<file path="src/esc_switch_map.vh">
// Constants for the E1 option switch decoder: register offsets, field
// positions, reset values and timing figures.
// Assumes inclusion by bare name from the decoder source.
`ifndef ESC_SWITCH_MAP_VH
`define ESC_SWITCH_MAP_VH

// ----------------------------------------------------------------------
// Timing
// ----------------------------------------------------------------------
`define ESC_CLK_MHZ          125
`define ESC_DEBOUNCE_US      1000
`define ESC_DEBOUNCE_CYC     (`ESC_DEBOUNCE_US * `ESC_CLK_MHZ)
`define ESC_TICK_US          1000
`define ESC_TICK_CYC         (`ESC_TICK_US * `ESC_CLK_MHZ)

// ----------------------------------------------------------------------
// APB byte offsets
// ----------------------------------------------------------------------
`define ESC_OFS_MGMT_CFG     12'h000
`define ESC_OFS_CTRL         12'h004
`define ESC_OFS_LOOP_TMO     12'h008
`define ESC_OFS_STATE        12'h00c
`define ESC_OFS_INT_STAT     12'h010
`define ESC_OFS_INT_MASK     12'h014
`define ESC_OFS_CRC_COUNT    12'h018

// ----------------------------------------------------------------------
// Option fields, same layout for second bank and management config
// (bit i is switch i+1, 1 = on)
// ----------------------------------------------------------------------
`define ESC_B_CRC            1
`define ESC_B_LOOP_TYPE      2
`define ESC_B_LOOP_RESP      3
`define ESC_B_TERM_TEST      4
`define ESC_B_PANEL          5
`define ESC_B_MGMT_SEL       6
`define ESC_B_IMPED          7

// Control register
`define ESC_B_SW_REENABLE    0

// State register fields
`define ESC_F_OPT_LSB        0
`define ESC_F_MODE_LSB       8
`define ESC_F_ADDR_LSB       16
`define ESC_B_LOOP_ACT       24
`define ESC_B_LOSS_SYNC      25
`define ESC_B_CLEAR_CHAN     26
`define ESC_B_SW_SOURCE      27

// Interrupt event bits
`define ESC_I_CRC_ERR        0
`define ESC_I_LOSS_SYNC      1
`define ESC_I_LOOP_START     2
`define ESC_I_LOOP_TMO       3

// Control source modes
`define ESC_MODE_DIP         2'h0
`define ESC_MODE_REVERT      2'h1
`define ESC_MODE_MGMT        2'h2

// Reset values
`define ESC_RST_MGMT_CFG     8'h18
`define ESC_RST_LOOP_TMO     16'h2710
`define ESC_RST_INT_MASK     4'h0

`endif

</file>
<file path="src/esc_switch_decoder.v">
// Option switch decoder for an E1 access unit: debounces the switch
// banks, latches the control source at power-on and drives the settings.
// Assumes switch inputs are 1 when a switch is on and sync to clk_in;
// framer, loop pattern logic and management bus sit outside.
//
// Contract
// - Framed mode: second-bank switch two off disables, on enables CRC-4.
// - While CRC-4 is enabled, check received stream for CRC-4 errors.
// - While CRC-4 is enabled, report error counts to far end.
// - CRC-4 on but peer lacks it: declare loss of sync.
// - Panel remote loop: V.54 if type switch off, line loop if on.
// - Response switch off answers loop commands; on neither sends nor answers.
// - In-band remote loopback ends when loopback timeout expires.
// - Terminal loop request honoured when test switch off, ignored when on.
// - Front-panel toggles accepted when panel switch off, ignored when on.
// - Management select off gives network management, on gives terminal menu.
// - Switch configuration re-enabled by management or by hardware reset.
// - Impedance switch on selects 75 ohm, off selects 120 ohm.
// - Third bank picks control source; all off means switch control.
// - All third-bank switches on at power-up reverts to switch control.
// - Other third-bank patterns: management control, pattern is card address.
// - Address: switch one LSB, eight MSB; on reads 0, off reads 1.
// - Unframed 2.048 Mbps rate ignores the CRC-4 switch.
//
// Added by the designer: the register addresses and the APB interface to the registers.
`timescale 1ns/1ps
`default_nettype none
`include "esc_switch_map.vh"

module esc_switch_decoder #(
    parameter DEBOUNCE_CYC = `ESC_DEBOUNCE_CYC,
    parameter TICK_CYC     = `ESC_TICK_CYC
) (
    input  wire        clk_in,
    input  wire        rst_in,
    // APB slave
    input  wire        psel_in,
    input  wire        penable_in,
    input  wire        pwrite_in,
    input  wire [11:0] paddr_in,
    input  wire [31:0] pwdata_in,
    output reg  [31:0] prdata_out,
    output reg         pready_out,
    output reg         pslverr_out,
    // Switch banks, 1 = on
    input  wire [4:0]  rate_switch_in,
    input  wire [7:0]  option_switch_in,
    input  wire [7:0]  control_address_switch_bank_in,
    // Events from the rest of the unit
    input  wire        crc_error_in,
    input  wire        peer_multiframe_in,
    input  wire        panel_remote_loop_in,
    input  wire [3:0]  panel_toggle_in,
    input  wire        inband_loop_cmd_in,
    input  wire        terminal_loop_req_in,
    // Settings
    output reg         crc_multiframe_out,
    output reg         crc_report_out,
    output reg         loss_of_sync_out,
    output reg         start_remote_digital_loop_out,
    output reg         start_line_side_loop_out,
    output reg         loop_active_out,
    output reg         terminal_loop_out,
    output reg  [3:0]  panel_toggle_out,
    output reg         terminal_menu_control_out,
    output reg         lbo_75_out,
    output reg  [1:0]  control_mode_out,
    output reg  [7:0]  card_address_out,
    output reg         irq_out
);

    // ------------------------------------------------------------------
    // Synchronise and debounce
    // ------------------------------------------------------------------
    localparam SW_W = 21;
    reg  [SW_W-1:0] sync1_r;
    reg  [SW_W-1:0] sync2_r;
    reg  [SW_W-1:0] sync3_r;
    reg  [SW_W-1:0] deb_r;
    reg  [31:0]     deb_cnt_r;
    reg             settled_r;
    wire [SW_W-1:0] raw_sw = {rate_switch_in, option_switch_in,
                              control_address_switch_bank_in};
    wire [7:0]      bank3  = deb_r[7:0];
    wire [7:0]      bank2  = deb_r[15:8];
    wire [4:0]      bank1  = deb_r[20:16];

    genvar gi;
    generate
        for (gi = 0; gi < SW_W; gi = gi + 1) begin : g_sync
            always @(posedge clk_in or posedge rst_in) begin
                if (rst_in) begin
                    sync1_r[gi] <= 1'b0;
                    sync2_r[gi] <= 1'b0;
                    sync3_r[gi] <= 1'b0;
                end else begin
                    sync1_r[gi] <= raw_sw[gi];
                    sync2_r[gi] <= sync1_r[gi];
                    sync3_r[gi] <= sync2_r[gi];
                end
            end
        end
    endgenerate

    // A bank change restarts the stable-time count; bouncing never lands
    always @(posedge clk_in or posedge rst_in) begin
        if (rst_in) begin
            deb_cnt_r <= 32'h0;
            deb_r     <= {SW_W{1'b0}};
            settled_r <= 1'b0;
        end else if (sync2_r != sync3_r) begin
            deb_cnt_r <= 32'h0;
        end else if (deb_cnt_r >= DEBOUNCE_CYC - 1) begin
            deb_r     <= sync3_r;
            settled_r <= 1'b1;
        end else begin
            deb_cnt_r <= deb_cnt_r + 32'h1;
        end
    end

    // ------------------------------------------------------------------
    // Control source, latched once after reset
    // ------------------------------------------------------------------
    reg       latched_r;
    reg [1:0] mode_r;
    reg [7:0] addr_r;

    always @(posedge clk_in or posedge rst_in) begin
        if (rst_in) begin
            latched_r <= 1'b0;
            mode_r    <= `ESC_MODE_DIP;
            addr_r    <= 8'h00;
        end else if (settled_r && !latched_r) begin
            latched_r <= 1'b1;
            if (bank3 == 8'h00) begin
                mode_r <= `ESC_MODE_DIP;
            end else if (bank3 == 8'hff) begin
                mode_r <= `ESC_MODE_REVERT;
            end else begin
                mode_r <= `ESC_MODE_MGMT;
                addr_r <= ~bank3;
            end
        end
    end

    // ------------------------------------------------------------------
    // Register file state
    // ------------------------------------------------------------------
    reg [7:0]  mgmt_cfg_r;
    reg        sw_reenable_r;
    reg [15:0] loop_tmo_r;
    reg [3:0]  int_stat_r;
    reg [3:0]  int_mask_r;
    reg [15:0] crc_count_r;

    // switch configuration from management or hardware reset
    wire sw_source = (mode_r != `ESC_MODE_MGMT) || sw_reenable_r;
    wire [7:0] opt = sw_source ? bank2 : mgmt_cfg_r;

    // clear channel rate is all rate switches off
    wire clear_chan = (bank1 == 5'h00);
    wire crc_en     = opt[`ESC_B_CRC] && !clear_chan;
    wire loop_ok    = !opt[`ESC_B_LOOP_RESP];
    wire panel_ok   = !opt[`ESC_B_PANEL];

    // ------------------------------------------------------------------
    // Remote loop and timeout
    // ------------------------------------------------------------------
    reg [31:0] tick_cnt_r;
    reg [15:0] loop_cnt_r;
    reg        panel_loop_d_r;
    reg        loop_start_ev;
    reg        loop_tmo_ev;
    wire       tick = (tick_cnt_r >= TICK_CYC - 1);
    wire       panel_rise = panel_remote_loop_in && !panel_loop_d_r;
    wire       req_panel = panel_rise && panel_ok && loop_ok;
    wire       req_inband = inband_loop_cmd_in && loop_ok;

    // Idle outside a loop, so every loop gets whole ticks
    always @(posedge clk_in or posedge rst_in) begin
        if (rst_in) begin
            tick_cnt_r <= 32'h0;
        end else if (tick || !loop_active_out) begin
            tick_cnt_r <= 32'h0;
        end else begin
            tick_cnt_r <= tick_cnt_r + 32'h1;
        end
    end

    always @(posedge clk_in or posedge rst_in) begin
        if (rst_in) begin
            panel_loop_d_r                <= 1'b0;
            start_remote_digital_loop_out <= 1'b0;
            start_line_side_loop_out      <= 1'b0;
            loop_active_out               <= 1'b0;
            loop_cnt_r                    <= 16'h0;
            loop_start_ev                 <= 1'b0;
            loop_tmo_ev                   <= 1'b0;
        end else begin
            panel_loop_d_r                <= panel_remote_loop_in;
            start_remote_digital_loop_out <= 1'b0;
            start_line_side_loop_out      <= 1'b0;
            loop_start_ev                 <= 1'b0;
            loop_tmo_ev                   <= 1'b0;
            if (!loop_active_out && (req_panel || req_inband)) begin
                loop_active_out <= 1'b1;
                loop_cnt_r      <= 16'h0;
                loop_start_ev   <= 1'b1;
                if (req_panel && !opt[`ESC_B_LOOP_TYPE]) begin
                    start_remote_digital_loop_out <= 1'b1;
                end else if (req_panel) begin
                    start_line_side_loop_out <= 1'b1;
                end
            end else if (loop_active_out && !loop_ok) begin
                loop_active_out <= 1'b0;
            end else if (loop_active_out && tick) begin
                if (loop_cnt_r + 16'h1 >= loop_tmo_r) begin
                    loop_active_out <= 1'b0;
                    loop_tmo_ev     <= 1'b1;
                end else begin
                    loop_cnt_r <= loop_cnt_r + 16'h1;
                end
            end
        end
    end

    // ------------------------------------------------------------------
    // Settings outputs
    // ------------------------------------------------------------------
    reg lsync_d_r;
    wire lsync = crc_en && !peer_multiframe_in;

    always @(posedge clk_in or posedge rst_in) begin
        if (rst_in) begin
            crc_multiframe_out        <= 1'b0;
            crc_report_out            <= 1'b0;
            loss_of_sync_out          <= 1'b0;
            lsync_d_r                 <= 1'b0;
            terminal_loop_out         <= 1'b0;
            panel_toggle_out          <= 4'h0;
            terminal_menu_control_out <= 1'b0;
            lbo_75_out                <= 1'b0;
            control_mode_out          <= `ESC_MODE_DIP;
            card_address_out          <= 8'h00;
            crc_count_r               <= 16'h0;
        end else begin
            crc_multiframe_out <= crc_en;
            crc_report_out     <= crc_en;
            loss_of_sync_out   <= lsync;
            lsync_d_r          <= lsync;
            terminal_loop_out  <= terminal_loop_req_in &&
                                  !opt[`ESC_B_TERM_TEST];
            panel_toggle_out   <= panel_ok ? panel_toggle_in : 4'h0;
            terminal_menu_control_out <= opt[`ESC_B_MGMT_SEL];
            lbo_75_out         <= opt[`ESC_B_IMPED];
            control_mode_out   <= mode_r;
            card_address_out   <= addr_r;
            // Saturates so software never reads a wrapped count
            // errors counted only while enabled
            if (crc_en && crc_error_in && crc_count_r != 16'hffff) begin
                crc_count_r <= crc_count_r + 16'h1;
            end
        end
    end

    // ------------------------------------------------------------------
    // APB slave, one wait state
    // ------------------------------------------------------------------
    wire acc  = psel_in && penable_in && pready_out;
    wire wr   = acc && pwrite_in;
    wire rd_is = acc && !pwrite_in &&
                 (paddr_in == `ESC_OFS_INT_STAT);
    reg  [31:0] rd_val;
    reg         hit;
    wire [3:0]  events = {loop_tmo_ev, loop_start_ev,
                          lsync && !lsync_d_r,
                          crc_en && crc_error_in};

    always @* begin
        rd_val = 32'h0;
        hit    = 1'b1;
        case (paddr_in)
            `ESC_OFS_MGMT_CFG:  rd_val[7:0] = mgmt_cfg_r;
            `ESC_OFS_CTRL:      rd_val[`ESC_B_SW_REENABLE] = sw_reenable_r;
            `ESC_OFS_LOOP_TMO:  rd_val[15:0] = loop_tmo_r;
            `ESC_OFS_STATE: begin
                rd_val[`ESC_F_OPT_LSB +: 8]  = opt;
                rd_val[`ESC_F_MODE_LSB +: 2] = mode_r;
                rd_val[`ESC_F_ADDR_LSB +: 8] = addr_r;
                rd_val[`ESC_B_LOOP_ACT]      = loop_active_out;
                rd_val[`ESC_B_LOSS_SYNC]     = loss_of_sync_out;
                rd_val[`ESC_B_CLEAR_CHAN]    = clear_chan;
                rd_val[`ESC_B_SW_SOURCE]     = sw_source;
            end
            `ESC_OFS_INT_STAT:  rd_val[3:0] = int_stat_r;
            `ESC_OFS_INT_MASK:  rd_val[3:0] = int_mask_r;
            `ESC_OFS_CRC_COUNT: rd_val[15:0] = crc_count_r;
            default:            hit = 1'b0;
        endcase
    end

    always @(posedge clk_in or posedge rst_in) begin
        if (rst_in) begin
            pready_out    <= 1'b0;
            pslverr_out   <= 1'b0;
            prdata_out    <= 32'h0;
            mgmt_cfg_r    <= `ESC_RST_MGMT_CFG;
            sw_reenable_r <= 1'b0;
            loop_tmo_r    <= `ESC_RST_LOOP_TMO;
            int_mask_r    <= `ESC_RST_INT_MASK;
        end else begin
            // Read data is taken in the first access cycle, ready one later; write data lands in the ready cycle
            pready_out  <= psel_in && penable_in && !pready_out;
            pslverr_out <= psel_in && penable_in && !pready_out && !hit;
            if (psel_in && penable_in && !pready_out) begin
                prdata_out <= pwrite_in ? 32'h0 : rd_val;
            end
            if (wr && paddr_in == `ESC_OFS_MGMT_CFG) begin
                mgmt_cfg_r <= pwdata_in[7:0];
            end
            if (wr && paddr_in == `ESC_OFS_CTRL) begin
                sw_reenable_r <= pwdata_in[`ESC_B_SW_REENABLE];
            end
            if (wr && paddr_in == `ESC_OFS_LOOP_TMO) begin
                loop_tmo_r <= pwdata_in[15:0];
            end
            if (wr && paddr_in == `ESC_OFS_INT_MASK) begin
                int_mask_r <= pwdata_in[3:0];
            end
        end
    end

    // ------------------------------------------------------------------
    // Interrupts: read clears, a new event in the same cycle survives
    // ------------------------------------------------------------------
    // Clear only bits the read returned; later events stay pending
    wire [3:0] int_stat_nxt = (int_stat_r &
        ~(rd_is ? prdata_out[3:0] : 4'h0)) | events;

    always @(posedge clk_in or posedge rst_in) begin
        if (rst_in) begin
            int_stat_r <= 4'h0;
            irq_out    <= 1'b0;
        end else begin
            int_stat_r <= int_stat_nxt;
            irq_out    <= |(int_stat_nxt & int_mask_r);
        end
    end

endmodule // esc_switch_decoder

`default_nettype wire

</file>
<file path="config.mk">
export PLATFORM = sky130hd
export DESIGN_NAME = esc_switch_decoder
export DESIGN_NICKNAME = d
export VERILOG_FILES = /design/src/esc_switch_decoder.v
export VERILOG_INCLUDE_DIRS = /design/src
export SDC_FILE = /design/constraint.sdc
export NUM_CORES = 1
export LEC_CHECK = 0
export BUFFER_PORTS_ARGS = -buffer_cell sky130_fd_sc_hd__buf_2
export CORE_ASPECT_RATIO = 1.5
export CORE_MARGIN = 8
export CORE_UTILIZATION = 60
export CTS_CLUSTER_SIZE = 16
export DETAILED_ROUTE_END_ITERATION = 10
export PLACE_DENSITY = 0.82
export SYNTH_ARGS = -nofsm -noshare
export SYNTH_HDL_FRONTEND = slang
export SYNTH_SLANG_ARGS = --single-unit
export TNS_END_PERCENT = 1
</file>
<file path="constraint.sdc">
create_clock -name clk_in -period 18.7 [get_ports clk_in]
set_input_delay 4.675 -clock clk_in [delete_from_list [all_inputs] [get_ports clk_in]]
set_output_delay 4.675 -clock clk_in [all_outputs]
set_load 0.03 [all_outputs]
</file>
## Word-level counts from Yosys, hierarchy flattened

Index checks and enable logic that the tools add are counted.
Widths: inputs -> output; s select.

| word-level totals | value |
|---|---|
| register bits after elaboration | 285 |
| output and inout bits | 58 |
| logic and storage cells | 211 |

| cells by class | value |
|---|---|
| add/subtract/negate cells | 4 |
| order comparisons | 3 |
| eq/ne operators | 13 |
| muxes and demuxes | 34 |
| bitwise logic cells | 8 |
| reduce and logical (&&, ||, !) cells | 54 |

Operator list:

| kind | number |
|---|---|
| $mux 32 | 3 |
| $add 32x1->32 const B | 2 |
| $ge 32x17->1 const B | 2 |
| $mux 16 | 4 |
| $eq 12x5->1 const B | 3 |
| $add 16x1->16 const B | 2 |
| $mux 28 | 1 |
| $logic_and 1x1->1 | 26 |
| $eq 12x4->1 const B | 2 |
| $ne 21x21->1 | 1 |
| $pmux 3 s6 | 1 |
| $ge 16x16->1 | 1 |
| $ne 16x16->1 const B | 1 |
| $pmux 4 s4 | 1 |
| $mux 1 | 15 |
| $logic_not 1->1 | 13 |
| $eq 12x3->1 const B | 1 |
| $logic_not 12->1 | 1 |
| $mux 12 | 1 |
| $pmux 6 s2 | 1 |
| $and 4x4->4 | 2 |
| $eq 8x8->1 const B | 1 |
| $logic_not 8->1 | 1 |
| $mux 4 | 2 |
| other kinds (17) | 28 |

## Longest topological paths before layout

| logic depth | value |
|---|---|
| depth in word-level cells | 10 |
| depth in mapped cells | 15 |
| depth with buffers taken out | 13 |

## Worst setup path after synthesis

Ideal clock, no wire load.

| timing | value |
|---|---|
| path kind | input -> register |
| from | input port paddr_in[9] |
| to | register loop_tmo_r[0] |
| setup time | 0.125 ns |
| arrival | 6.308 ns |
| path slack | 12.267 ns |
| cell stages on the path | 7 |
| buffers on the path | 2 |
| cell sequence | or4_4 nor4_4 and2_1 buf_4 nand2_4 buf_6 mux2_2 |

| between the ends | value |
|---|---|
| word-level cells in the longest chain between the ends | 2 |

Ends and longest elaborated chain:

| what | RTL line | text |
|---|---|---|
| start, declared | esc_switch_decoder.v:40 | `input wire [11:0] paddr_in,` |
| $eq 12x4->1 | n/a |  |
| $logic_and 1x1->1 (no line) | n/a |  |
| end signal, assigned | esc_switch_decoder.v:309 | `` loop_tmo_r <= `ESC_RST_LOOP_TMO; `` |
| end signal, assigned | esc_switch_decoder.v:325 | `loop_tmo_r <= pwdata_in[15:0];` |
| end, declared | esc_switch_decoder.v:151 | `reg [15:0] loop_tmo_r;` |

Every way passes these cells.
A chain may end at the register's enable or synchronous reset.

## Worst setup path after layout

| timing | value |
|---|---|
| from | input port paddr_in[1] |
| to | register loop_tmo_r[11] |

Same word-level chain as after synthesis.

==> flow_summary.ini <==
[run_status]
status = completed

[synth]
synth_area_leaders = dfrtp_1, mux2_2, xnor2_1, nor2_1, ha_1
synth-seq-cells = 281
yosysSeqAreaShare_pct = 60.77
synth_top_family_by_area = simple AND/OR/NAND/NOR gates
synth_largest_area_cell = dfrtp_1
synth_warnings = 0
yosysUniqueCellTypes = 70
yosys.area_share.simple_pct = 13.70
synthCells = 958
synth_most_common_cell = dfrtp_1
postSynth.asyncResetShare_pct = 100.0
synthMuxAreaShare_pct = 7.235
synthTopCellsByCount = dfrtp_1, nor2_1, nand2_1
synth_top_area_share_pct = 59.18
synth-adder-area-share_pct = 2.160
synth_area_sq_mm = 0.01159
ys.flop_type = dfrtp_1
synth-edff-count = 0
avgSynthCellArea_sq_um = 12.09
synth_compound_area_share_pct = 7.570
synth_xor_area_share_pct = 5.367

[placed_design]
io_buffers = 116
gp_congestion = 0.9004
pre_cts_slack_ns = 11.35
dpl.hpwl_mm = 17.75
place_area_sq_mm = 0.01240
dp_cells = 1319

[worst_setup_path]
crit_arrival_ns = 7.08
required_ns = 19.11
cp-start-kind = input port
crit_fanout = 16
path_class = input port to flop
cp-end-kind = flop

[timing]
worst_slew_pin_slew_ns = 1.187
setup_violations = 0
skew_ns = 0.009670
setup_tns_ns = 0
maxSlewViolCount = 0
timing.fmax_ghz = 0.1500
whs_ns = 0.3475
hold_viol_final = 0
min_period_ns = 6.666
period_share_pct = 35.65
rsz0062_at_grt = no
slew_headroom_pct = 20.33
worst_slack_ns = 12.03

[pwr]
power_mw = 1.242
p_sw_mw = 0.2746
seq_power_share_pct = 50.9
powerDensity_mw_per_mm2 = 93.32
ir_drop_mv = 0.1173
sw_frac_of_total_pct = 22.11
p_int_mw = 0.9675
power_frac_clock_pct = 44.5
leakagePower_nw = 6.241
comb_power_share_pct = 4.6

[detailed_routing]
drt_first_iter_violations = 659
vias_per_cell = 5.753
routedWlPerCell_um = 18.65
drt-total-wl_mm = 25.52
first_pass_iters = 7
drtAntennaViolNets = 0
drc_errors = 0
via_count = 7870

[cells_and_area]
drive_above_1_share_pct = 23.58
final_area_sq_mm = 0.01331
syn_to_final_growth_pct = 14.88
final_util_pct = 69.75
nNetsFinal = 1190
final_cells = 1368
fillerInstances = 1373

[clock_network]
cts_root_buf = clkbuf_16
postCtsSetupBuffers = 0
clkSinkCount = 281
cts_resized = 0
clkTransAtPathRegs_ns = 0.06
clock_latency_ns = 0.53
cts_hold_repair.buffers = 0
htree_levels = 1
cts_tree = built
cts_buffers = 26
cts_buffer_depth = 3

[die]
initial_core_util_pct = 60.71
die_h_um = 186.2
ios = 137
die_area_sq_mm = 0.02410
core_sq_mm = 0.01908
fp.dieW_um = 129.5
rows = 62

[grt]
grt_overflow = 0
grt_max_degree = 131
grt_use_total_pct = 22.01
grt_pass1_wl_mm = 41.78
antenna_found_initial = 5
grt_pass1_vias = 8295

[min_path]
hp-class = flop to flop

[job]
maxCapViolations = 0
## cell usage in the layout, fill, tap and decap left out, types with 6 or more instances in the layout
cell       instances
o21ai_0           35
nand2b_1           6
a221oi_1           8
nor2_1            77
nand2_1           61
and2_1            22
conb_1            19
a211oi_1           6
buf_2            116
dfstp_2            7
xor2_1            28
nand3_1           30
nand4_1           24
a22oi_1            9
clkbuf_1           7
clkbuf_16         26
mux2i_1            8
xnor2_1           43
ha_1              20
a21oi_1           20
nor4_1            12
and3_1            19
mux2_2            60
or3_1              9
dfrtp_1          274
inv_1             44
nor3_1             8
a22o_1            15
or2_2              6
## power by group through the flow
stage	combinational (mW)	clock (mW)	sequential (mW)
final	0.0566	0.553	0.632
after global routing	0.0636	0.587	0.633
after CTS	0.0574	0.562	0.632
after detailed placement	0.0570	0	0.643
after global placement	0.0562	0	0.643
after floorplan	0.0328	0	0.646
## cell type report
type | count | area, sq um | share of cell area [%]
antenna | 1 | 2.502 | 0.01880
clock buffer | 37 | 732.0 | 5.499
clock inverter | 11 | 173.9 | 1.307
inverter | 45 | 176.4 | 1.325
multi-input combinational | 616 | 4247 | 31.90
sequential | 281 | 7041 | 52.90
tap | 256 | 320.3 | 2.406
timing repair buffer | 121 | 618.1 | 4.644
## per-layer routing
metal  GRT usage, %  vias to the layer above  share of wire, %
met4          11.57                        8               5.1
met2          38.94                      258                53
li1               -                     3590                 -
met5              0                        -              0.17
met1          24.60                     3919                36
met3          4.395                       95               5.7
## kinds of logic (layout without fill, tap and decap cells)
| logic type | Yosys count | in the layout |
|---|---|---|
| AOI/OAI and AO/OA | 128 | 128 |
| xor gates and xnor gates | 71 | 71 |
| adders and majority gates | 20 | 20 |
| buffers and inverters | 79 | 214 |
| DFF | 281 | 281 |
| muxes | 73 | 73 |
| other | 1 | 20 |
| and+or+nand+nor | 305 | 305 |
## flip-flops by register name, indices dropped and copies added (netlist names), 2 cells and up
name	flops
addr_r	8
deb_cnt_r	32
sync2_r	21
control_mode_out	2
tick_cnt_r	32
mgmt_cfg_r	8
deb_r	21
int_stat_r	4
crc_count_r	16
card_address_out	8
sync3_r	21
panel_toggle_out	4
prdata_out	28
sync1_r	21
loop_tmo_r	16
int_mask_r	4
loop_cnt_r	16
mode_r	2
## final timing paths
check                      slack (ns)  cells past startpoint          start              to
min                              0.35                      0    sync1_r[17]     sync2_r[17]
max                             12.03                      6    paddr_in[1]  loop_tmo_r[11]
max in group asynchronous       12.10                      4         rst_in  loop_tmo_r[11]
min in group asynchronous        4.29                      2         rst_in     sync1_r[18]
min reg2reg                      0.35                      0    sync1_r[17]     sync2_r[17]
max reg2reg                     14.78                     13  loop_cnt_r[0]   loop_cnt_r[8]
## worst max-delay path: stages
cell and delay [ns]:
buf_2 0.09, or4_1 0.65, nor4_4 0.34, and2_1 0.64, nand2_4 0.31, mux2_2 0.36
No activity file was read; power rests on OpenSTA's default activity.
